## src/logic/tsc_pkg.sv

```systemverilog
// Shared constants and types of the store command handler.
// Assumes one 10 MHz clock and byte-wide framed command traffic.
package tsc_pkg;
  localparam logic [7:0] HDR_BYTE        = 8'h55;
  localparam logic [7:0] CMD_STORE_READ  = 8'h28;
  localparam logic [7:0] CMD_STORE_WRITE = 8'h29;
  localparam logic [7:0] CMD_RELOAD      = 8'h2b;
  localparam logic [7:0] CMD_TOUCH_OFF   = 8'h13;
  localparam logic [7:0] CMD_CALIBRATE   = 8'h14;
  localparam logic [7:0] RSP_OK          = 8'h00;
  localparam logic [7:0] RSP_BAD_COUNT   = 8'h03;
  localparam logic [7:0] RSP_BAD_CMD     = 8'h01;
  localparam logic [7:0] LEN_RW_BASE     = 8'h04;
  localparam logic [7:0] LEN_ANS_BASE    = 8'h02;
  localparam logic [7:0] CNT_MIN         = 8'h01;
  localparam logic [7:0] CNT_MAX         = 8'h08;
  localparam int         STORE_DEPTH     = 256;
  localparam logic [7:0] USER_BASE       = 8'h80;
  // Plain layout: settings at 0x03, calibration block from 0x14 to 0x25
  localparam logic [7:0] CFG_BASE_PLAIN  = 8'h03;
  localparam logic [7:0] CFG_BASE_CSUM   = 8'h04;
  localparam logic [7:0] CFG_KEY_ADDR    = 8'h01;
  localparam logic [7:0] CFG_CSUM_ADDR   = 8'h15;
  localparam logic [7:0] CAL_KEY_PLAIN   = 8'h14;
  localparam logic [7:0] CAL_KEY_CSUM    = 8'h16;
  localparam logic [7:0] CAL_CSUM_ADDR   = 8'h28;
  localparam logic [7:0] CTRL_END        = 8'h7f;
  localparam int         CFG_COUNT       = 16;
  localparam int         CAL_COUNT       = 18;
  localparam logic [7:0] CFG_OPT_INDEX   = 8'h0b;
  localparam logic [7:0] CCE_MASK        = 8'h01;

  typedef struct packed {
    logic       valid;
    logic [7:0] data;
  } tsc_byte_t;

  typedef enum logic [1:0] {
    TSC_ACC_IDLE,
    TSC_ACC_READ,
    TSC_ACC_WRITE
  } tsc_acc_t;
endpackage

```

## src/logic/tsc_store.sv

```systemverilog
// 256-byte nonvolatile store model with one read and one write port.
// Assumes the caller never writes and reads the same address in one cycle.
`timescale 1ns/1ns
module tsc_store #(
  parameter int DEPTH = 256
) (
  input  wire logic       clk_i,
  input  wire logic       we_i,
  input  wire logic [7:0] waddr_i,
  input  wire logic [7:0] wdata_i,
  input  wire logic [7:0] raddr_i,
  output logic      [7:0] rdata_o
);
  import tsc_pkg::*;
  logic [7:0] mem [DEPTH];

  // Store holds its contents across reset, as a nonvolatile part would
  always_ff @(posedge clk_i) begin
    if (we_i) begin
      mem[waddr_i] <= wdata_i;
    end
  end

  always_ff @(posedge clk_i) begin
    rdata_o <= mem[raddr_i];
  end
endmodule

```

## src/logic/tsc_tx.sv

```systemverilog
// Answer sender: registers each pushed byte out onto the link, one per cycle.
// Assumes the link accepts a byte on every valid cycle.
`timescale 1ns/1ns
module tsc_tx (
  input  wire logic             clk_i,
  input  wire logic             rst_i,
  input  wire logic             push_i,
  input  wire logic       [7:0] byte_i,
  output tsc_pkg::tsc_byte_t    out_o
);
  import tsc_pkg::*;
  always_ff @(posedge clk_i or posedge rst_i) begin
    if (rst_i) begin
      out_o <= '0;
    end else begin
      out_o.valid <= push_i;
      out_o.data  <= push_i ? byte_i : 8'h00;
    end
  end
endmodule

```

## src/logic/tsc_store_cmd.sv

```systemverilog
// Command framer for the store commands. Bytes arrive on RX_I, answers leave
// on TX_O. Live configuration and calibration appear as plain ports.
`timescale 1ns/1ns
module tsc_store_cmd #(
  parameter bit CSUM_LAYOUT = 1'b0
) (
  input  wire logic                   CLK_I,
  input  wire logic                   RST_I,
  input  wire tsc_pkg::tsc_byte_t     RX_I,
  output tsc_pkg::tsc_byte_t          TX_O,
  input  wire logic                   CAL_ACTIVE_I,
  input  wire logic                   CAL_DONE_I,
  input  wire logic [8*tsc_pkg::CAL_COUNT-1:0] CAL_DATA_I,
  output logic                        CAL_ABORT_O,
  output logic                        TOUCH_EN_O,
  output logic                        CFG_BUSY_O,
  output logic [8*tsc_pkg::CFG_COUNT-1:0] CFG_O,
  output logic                        CAL_OUT_EN_O
);
  import tsc_pkg::*;

  typedef enum logic [3:0] {
    S_HDR, S_LEN, S_CMD, S_AHI, S_ALO, S_CNT, S_DATA,
    S_LOAD, S_CALSAVE, S_RDATA, S_ANS, S_SKIP
  } tsc_state_t;

  localparam logic [7:0] CFG_BASE = CSUM_LAYOUT ? CFG_BASE_CSUM : CFG_BASE_PLAIN;
  localparam logic [7:0] CAL_BASE = CSUM_LAYOUT ? CAL_KEY_CSUM : CAL_KEY_PLAIN;

  tsc_state_t state;
  logic [7:0] len, cmd, addr, cnt, idx, code, skip;
  logic       we, push;
  logic [7:0] waddr, wdata, raddr, rdata, tx_byte;
  logic [2:0] hdr_pos;
  logic       rd_pend;

  // Lower address only; the high byte is parsed and dropped
  tsc_store #(.DEPTH(STORE_DEPTH)) u_store (
    .clk_i   (CLK_I),
    .we_i    (we),
    .waddr_i (waddr),
    .wdata_i (wdata),
    .raddr_i (raddr),
    .rdata_o (rdata)
  );

  tsc_tx u_tx (
    .clk_i  (CLK_I),
    .rst_i  (RST_I),
    .push_i (push),
    .byte_i (tx_byte),
    .out_o  (TX_O)
  );

  function automatic logic cnt_ok(input logic [7:0] c);
    return c >= CNT_MIN && c <= CNT_MAX;
  endfunction

  // Frame parser and sequencer
  always_ff @(posedge CLK_I or posedge RST_I) begin
    if (RST_I) begin
      state   <= S_LOAD;
      len     <= 8'h00;
      // No command pending, so the power-up load ends without an answer
      cmd     <= 8'h00;
      addr    <= 8'h00;
      cnt     <= 8'h00;
      idx     <= 8'h00;
      code    <= RSP_OK;
      skip    <= 8'h00;
      hdr_pos <= 3'h0;
      rd_pend <= 1'b0;
    end else begin
      unique case (state)
        S_HDR: begin
          if (RX_I.valid && RX_I.data == HDR_BYTE) begin
            state <= S_LEN;
          end
        end
        S_LEN: begin
          if (RX_I.valid) begin
            len   <= RX_I.data;
            state <= S_CMD;
          end
        end
        S_CMD: begin
          if (RX_I.valid) begin
            cmd  <= RX_I.data;
            code <= RSP_OK;
            unique case (RX_I.data)
              CMD_STORE_READ, CMD_STORE_WRITE: state <= S_AHI;
              CMD_RELOAD: begin
                idx   <= 8'h00;
                state <= S_LOAD;
              end
              CMD_TOUCH_OFF: state <= S_ANS;
              default: begin
                code  <= RSP_BAD_CMD;
                skip  <= len - 8'h01;
                state <= (len > 8'h01) ? S_SKIP : S_ANS;
              end
            endcase
          end
        end
        S_AHI: if (RX_I.valid) state <= S_ALO;
        S_ALO: begin
          if (RX_I.valid) begin
            addr  <= RX_I.data;
            state <= S_CNT;
          end
        end
        S_CNT: begin
          if (RX_I.valid) begin
            cnt <= RX_I.data;
            idx <= 8'h00;
            if (!cnt_ok(RX_I.data)) begin
              code  <= RSP_BAD_COUNT;
              skip  <= (cmd == CMD_STORE_WRITE) ? len - LEN_RW_BASE : 8'h00;
              state <= (cmd == CMD_STORE_WRITE && len > LEN_RW_BASE) ? S_SKIP : S_ANS;
            end else if (cmd == CMD_STORE_WRITE) begin
              state <= S_DATA;
            end else begin
              state <= S_ANS;
            end
          end
        end
        S_DATA: begin
          if (RX_I.valid) begin
            idx <= idx + 8'h01;
            if (idx + 8'h01 == cnt) begin
              state <= S_ANS;
            end
          end
        end
        S_SKIP: begin
          if (RX_I.valid) begin
            skip <= skip - 8'h01;
            if (skip == 8'h01) begin
              state <= S_ANS;
            end
          end
        end
        S_LOAD: begin
          // Store read latency is one cycle; rd_pend marks a byte in flight
          rd_pend <= idx < CFG_COUNT[7:0];
          if (rd_pend) begin
            if (idx == CFG_COUNT[7:0]) begin
              idx     <= 8'h00;
              rd_pend <= 1'b0;
              state   <= (cmd == CMD_RELOAD) ? S_ANS : S_HDR;
            end
          end
          if (idx < CFG_COUNT[7:0]) begin
            idx <= idx + 8'h01;
          end
        end
        S_CALSAVE: begin
          idx <= idx + 8'h01;
          if (idx == CAL_COUNT[7:0] - 8'h01) begin
            idx   <= 8'h00;
            state <= S_HDR;
          end
        end
        S_ANS: begin
          hdr_pos <= hdr_pos + 3'h1;
          if (hdr_pos == 3'h3) begin
            hdr_pos <= 3'h0;
            idx     <= 8'h00;
            state   <= (cmd == CMD_STORE_READ && code == RSP_OK) ? S_RDATA : S_HDR;
          end
        end
        S_RDATA: begin
          idx <= idx + 8'h01;
          if (idx == cnt) begin
            state <= S_HDR;
          end
        end
        default: state <= S_HDR;
      endcase
      if (state == S_HDR && CAL_DONE_I && !RX_I.valid) begin
        idx   <= 8'h00;
        state <= S_CALSAVE;
      end
    end
  end

  // Store port steering; config index shifted by one to allow for read latency
  logic [7:0] load_slot;
  assign load_slot = idx - 8'h01;
  always_comb begin
    we    = 1'b0;
    waddr = 8'h00;
    wdata = 8'h00;
    raddr = 8'h00;
    if (state == S_DATA && RX_I.valid) begin
      we    = 1'b1;
      waddr = addr + idx;
      wdata = RX_I.data;
    end else if (state == S_CALSAVE) begin
      we    = 1'b1;
      waddr = CAL_BASE + idx;
      wdata = CAL_DATA_I[8*(CAL_COUNT-1-idx[4:0]) +: 8];
    end
    if (state == S_LOAD) begin
      raddr = CFG_BASE + idx;
    end else if (state == S_ANS || state == S_RDATA) begin
      raddr = addr + idx;
    end
  end

  // Live configuration is refreshed only by the load sequence
  always_ff @(posedge CLK_I or posedge RST_I) begin
    if (RST_I) begin
      CFG_O <= '0;
    end else if (state == S_LOAD && rd_pend) begin
      CFG_O[8*(CFG_COUNT-1-load_slot[3:0]) +: 8] <= rdata;
    end
  end

  always_ff @(posedge CLK_I or posedge RST_I) begin
    if (RST_I) begin
      CAL_OUT_EN_O <= 1'b0;
    end else if (state == S_CALSAVE && idx == CAL_COUNT[7:0] - 8'h01) begin
      CAL_OUT_EN_O <= 1'b1;
    end else if (state == S_LOAD && rd_pend && load_slot == CFG_OPT_INDEX) begin
      CAL_OUT_EN_O <= |(rdata & CCE_MASK);
    end
  end

  always_ff @(posedge CLK_I or posedge RST_I) begin
    if (RST_I) begin
      TOUCH_EN_O <= 1'b1;
    end else if (state == S_CMD && RX_I.valid && RX_I.data == CMD_TOUCH_OFF) begin
      TOUCH_EN_O <= 1'b0;
    end
  end

  // Calibration abort: first byte of any frame cancels it
  assign CAL_ABORT_O = CAL_ACTIVE_I && state == S_HDR && RX_I.valid
                       && RX_I.data == HDR_BYTE;
  assign CFG_BUSY_O  = state == S_LOAD;

  // Answer bytes: header, length, code, command, then read data
  always_comb begin
    push    = 1'b0;
    tx_byte = 8'h00;
    if (state == S_ANS) begin
      push = 1'b1;
      unique case (hdr_pos)
        3'h0: tx_byte = HDR_BYTE;
        3'h1: tx_byte = (cmd == CMD_STORE_READ && code == RSP_OK) ? LEN_ANS_BASE + cnt
                                                                  : LEN_ANS_BASE;
        3'h2: tx_byte = code;
        default: tx_byte = cmd;
      endcase
    end else if (state == S_RDATA && idx != 8'h00) begin
      push    = 1'b1;
      tx_byte = rdata;
    end
  end

  a_bad_count_no_write: assert property (@(posedge CLK_I) disable iff (RST_I)
    state == S_CNT && RX_I.valid && !cnt_ok(RX_I.data) |=> !we [*2])
    else $error("write after bad count");
  a_read_len: assert property (@(posedge CLK_I) disable iff (RST_I)
    state == S_ANS && hdr_pos == 3'h1 && cmd == CMD_STORE_READ && code == RSP_OK
    |-> tx_byte == cnt + 8'h02)
    else $error("read answer length wrong");
  a_touch_off: assert property (@(posedge CLK_I) disable iff (RST_I)
    state == S_CMD && RX_I.valid && RX_I.data == CMD_TOUCH_OFF |=> !TOUCH_EN_O ##3 TX_O.valid)
    else $error("touch disable not answered");
  a_abort_cal: assert property (@(posedge CLK_I) disable iff (RST_I)
    CAL_ACTIVE_I && state == S_HDR && RX_I.valid && RX_I.data == HDR_BYTE
    |-> CAL_ABORT_O ##1 state == S_LEN)
    else $error("calibration not abandoned");
  a_cal_enable: assert property (@(posedge CLK_I) disable iff (RST_I)
    state == S_CALSAVE && idx == CAL_COUNT[7:0] - 8'h01 |=> CAL_OUT_EN_O && state == S_HDR)
    else $error("calibration not enabled");
  a_cfg_stable: assert property (@(posedge CLK_I) disable iff (RST_I)
    state != S_LOAD |=> $stable(CFG_O))
    else $error("config changed outside load");
  a_write_count: assert property (@(posedge CLK_I) disable iff (RST_I)
    we && state == S_DATA |-> idx < CNT_MAX)
    else $error("too many bytes written");
  a_reload_answer: assert property (@(posedge CLK_I) disable iff (RST_I)
    state == S_LOAD && cmd == CMD_RELOAD && rd_pend && idx == CFG_COUNT[7:0]
    |=> state == S_ANS ##1 TX_O.valid && TX_O.data == HDR_BYTE)
    else $error("reload answer missing");
  c_read: cover property (@(posedge CLK_I) state == S_RDATA && idx == cnt);
  c_write: cover property (@(posedge CLK_I) state == S_DATA && we);
  c_bad: cover property (@(posedge CLK_I) code == RSP_BAD_COUNT && state == S_ANS);
endmodule

```

## config.mk

```make
export PLATFORM = sky130hd
export DESIGN_NAME = tsc_store_cmd
export DESIGN_NICKNAME = d
export VERILOG_FILES = /design/src/logic/tsc_pkg.sv /design/src/logic/tsc_store.sv /design/src/logic/tsc_tx.sv /design/src/logic/tsc_store_cmd.sv
export SDC_FILE = /design/constraint.sdc
export NUM_CORES = 2
export LEC_CHECK = 0
export BUFFER_PORTS_ARGS = -buffer_cell sky130_fd_sc_hd__buf_2
export CORE_MARGIN = 4
export CORE_UTILIZATION = 30
export CTS_CLUSTER_SIZE = 14
export DETAILED_ROUTE_END_ITERATION = 16
export GPL_TIMING_DRIVEN = 0
export PLACE_DENSITY = 0.52
export SYNTH_ARGS = -nofsm -noshare
export SYNTH_HDL_FRONTEND = slang
export SYNTH_HIERARCHICAL = 1
export SYNTH_SLANG_ARGS = --single-unit
```

## constraint.sdc

```tcl
create_clock -name CLK_I -period 16.1 [get_ports CLK_I]
set_input_delay 2.415 -clock CLK_I [delete_from_list [all_inputs] [get_ports CLK_I]]
set_output_delay 2.415 -clock CLK_I [all_outputs]
set_load 0.01 [all_outputs]
```

==> run_results.csv <==
group,metric,value,unit
setup_path,cp_slowest_cell,"clkbuf_1",
drt,num_vias,52200,
drt,drc,0,
global_route,grt_pass1_wl,418000,um
clock_tree,clk_pin_slew,0.06,ns
pwr,peakVddDrop,0.000119,V
finish,multi_input_area,0.0229,mm^2
floorplanning,pin_count,298,
drt,vias_per_cell,5.44,
timing,fin_crit_sh,57.6,%
pwr,power.leakage,0.0349,uW
timing,skew,0.0785,ns
synth,synthTopCellsByArea,"edfxtp_1 (67%), mux4_2 (12%), dfrtp_1 (5.3%)",
placed_design,gp_congestion,0.945,
timing,setup_viol,0,
clock_tree,insertion_delay,0.90,ns
flow_run,drv_cap,5,
timing,slew_headroom,-10.7,%
synth,yosysTopAreaCell,"edfxtp_1",
clock_tree,cts_buffers,234,
global_route,grt_max_degree,112,
synth,yosysSeqAreaShare,73.0,%
synth,synth.avg_cell_area,19.0,um^2
synth,synth_edf_count,2048,
run_status,violations,"max-capacitance violations, max-slew violations",
setup_path,crit_arrival,9.93,ns
clock_tree,cts_resized,0,
floorplanning,start_util,30.1,%
global_route,grt_usage,18.9,%
floorplanning,rows,202,
setup_path,cp_top_family,"buffers and inverters",
floorplanning,fp.dieArea,0.313,mm^2
timing,fmax,108,MHz
timing,rsz0062_at_grt,"no",
global_route,grt.overflow.total,0,
floorplanning,die_h,559,um
timing,drv_slew,38,
global_route,grt_antenna_before_repair,23,
setup_path,critPathKind,"flip-flop to flip-flop",
drt,routed_wl,305000,um
clock_tree,cts-htree-levels,4,
finish,syn_to_final_growth,17.8,%
placed_design,place_ws,6.69,ns
synth,ys_seq_elements,2253,
synth,synthCells,4797,
finish,nets,5599,
setup_path,path_buf_inv,6,
synth,syn_area,0.0912,mm^2
drt,postRouteAntennaNets,0,
placed_design,place_hpwl,217000,um
drt,drt_iter0_markers,7007,
pwr,power,18600,uW
synth,synth_cell_types,95,
timing,setup_tns,0,ns
clock_tree,cts_tree,"yes",
clock_tree,hold_buffers,0,
synth,synthArstFlopShare,8.74,%
drt,drtPass1Iterations,5,
synth,synth_ff_type,"edfxtp_1",
finish,drive_gt1_share,27.5,%
finish,regArea,0.0666,mm^2
setup_path,crit_chain,"clkbuf_1, buf_1, inv_1, fa_1, xor2_1, o22ai_1, buf_2, and2_1, buf_1, clkbuf_1, a22oi_1, a21oi_1, nor4_1, nor4_1",
synth,synth_top_area_share,67.4,%
synth,synth_nets,4988,
timing,worst_pin_slew,1.65,ns
clock_tree,cts_root_buf,"clkbuf_16",
finish,mostFrequentLayoutCells,"edfxtp_1 (2048), mux4_2 (494), buf_2 (347)",
placed_design,port_buffers,294,
finish,fill_cells,28200,
synth,ys.warnings.count,6,
setup_path,cp-end-kind,"flip-flop",
timing,period_needed,9.27,ns
clock_tree,cts_setup_buffers,0,
floorplanning,core,0.303,mm^2
setup_path,critPathRequiredTime,16.76,ns
floorplanning,die_width,559,um
finish,final_common_cell,"edfxtp_1",
clock_tree,max-clock-path-buffers,3,
drt,routedWlPerCell,31.8,um
setup_path,slowest_delay,1.17,ns
pwr,pwr_density_cell,173,mW/mm^2
timing,hold_slack,0.456,ns
clock_tree,clock-sinks,2253,
timing,hold_viol,0,
setup_path,worst-path-max-fanout,10,
setup_path,startpoint_type,"flip-flop",
timing,final.setup.worst_slack,6.83,ns
global_route,grt_pass1_vias,50700,
run_status,outcome,"finished with violations",
worst_hold_path,hold_class,"flip-flop to flip-flop",
-- state kept, by name, summed over array words and instances, names as in the netlist, 2 cells and up --
| name | flops |
|---|---|
| CFG_O | 128 |
| cmd | 8 |
| hdr_pos | 3 |
| cnt | 8 |
| u_tx/out_o | 9 |
| u_store/rdata_o | 8 |
| idx | 8 |
| addr | 8 |
| state | 4 |
| len | 8 |
| code | 2 |
| u_store/mem | 2048 |
| skip | 8 |
-- final cells by class --
type | count | area share, %
inverters | 42 | 0.154
clock buffers | 293 | 5.73
diodes | 8 | 0.0186
flip-flops and latches | 2253 | 62.0
well taps | 3978 | 4.63
multi-input cells | 2210 | 21.4
clock inverters | 138 | 1.45
plain buffers | 292 | 1.63
repair buffers | 375 | 3.02
-- power by group --
group,total [uW],switching (uW),leakage [uW],internal (uW)
clock network,5420,2320,0.00373,3100
logic,5790,3880,0.00956,1910
registers,7400,117,0.0216,7290
total,18600,6320,0.0349,12300
-- final timing paths --
kind | start | end | slack, ns | depth (start not counted)
setup / recovery | idx[1]$_DFFE_PP0P_ | u_store/rdata_o[5]$_DFF_P_ | 6.83 | 14
hold / removal | TOUCH_EN_O$_DFFE_PP1P_ | TOUCH_EN_O$_DFFE_PP1P_ | 0.46 | 1
setup reg to reg | idx[1]$_DFFE_PP0P_ | u_store/rdata_o[5]$_DFF_P_ | 6.83 | 14
hold reg to reg | TOUCH_EN_O$_DFFE_PP1P_ | TOUCH_EN_O$_DFFE_PP1P_ | 0.46 | 1
max in group asynchronous | RST_I | state[2]$_DFFE_PP1P_ | 13.44 | 3
min in group asynchronous | RST_I | u_tx/out_o[1]$_DFF_PP0_ | 1.55 | 2
-- cell families (layout without fill, tap and decap cells) --
| logic type | after synthesis | count (layout) | synth area share [%] |
|---|---|---|---|
| flops | 2253 | 2253 | 73.0 |
| mux | 785 | 785 | 15.6 |
| simple gates | 777 | 777 | 4.11 |
| compound gates | 578 | 578 | 4.35 |
| buf+inv | 334 | 1140 | 2.05 |
| xor+xnor | 36 | 36 | 0.362 |
| fa+ha+maj | 34 | 34 | 0.475 |
| other cells | 0 | 8 | 0 |
-- metal layers --
metal	routed length [um]	GRT usage (%)	part of all wire, %
met2	141000	29.7	46
met1	123000	25.9	40
met4	10900	6.22	3.6
met5	0	0	0
met3	29900	4.41	9.8
-- synthesized netlist by cell type, types with 6 or more instances --
| library cell | number |
|---|---|
| buf_6 | 23 |
| nor3_1 | 37 |
| nand2_1 | 127 |
| buf_2 | 48 |
| a22o_1 | 11 |
| nor2b_1 | 41 |
| dfxtp_1 | 8 |
| buf_1 | 28 |
| a31oi_1 | 8 |
| ha_1 | 33 |
| mux2_2 | 144 |
| o221ai_1 | 58 |
| o31ai_1 | 8 |
| dfrtp_1 | 193 |
| o211ai_1 | 13 |
| xnor2_1 | 18 |
| mux4_2 | 494 |
| and3_1 | 34 |
| nor2_1 | 340 |
| and2_1 | 25 |
| o21ai_0 | 75 |
| o22ai_1 | 44 |
| a221oi_1 | 15 |
| mux2i_1 | 145 |
| xor2_1 | 16 |
| nand2b_1 | 18 |
| or4_1 | 6 |
| buf_4 | 29 |
| nor4_1 | 31 |
| a211oi_1 | 19 |
| nand3_1 | 57 |
| inv_1 | 41 |
| clkbuf_1 | 143 |
| a21oi_1 | 125 |
| nand4_1 | 14 |
| buf_8 | 13 |
| buf_12 | 8 |
| edfxtp_1 | 2048 |
| a22oi_1 | 137 |
-- metrics by stage --
stage / cell area, um^2 / utilization [%] / cells
final: 107000 / 35.5 / 9589
after global routing: 107000 / 35.5 / 9582
after CTS: 107000 / 35.5 / 9579
after detailed placement: 99600 / 32.9 / 9148
after global placement: 97600 / 32.2 / 9069
after floorplan: 91200 / - / 4797
No activity file was read; power rests on OpenSTA's default activity.
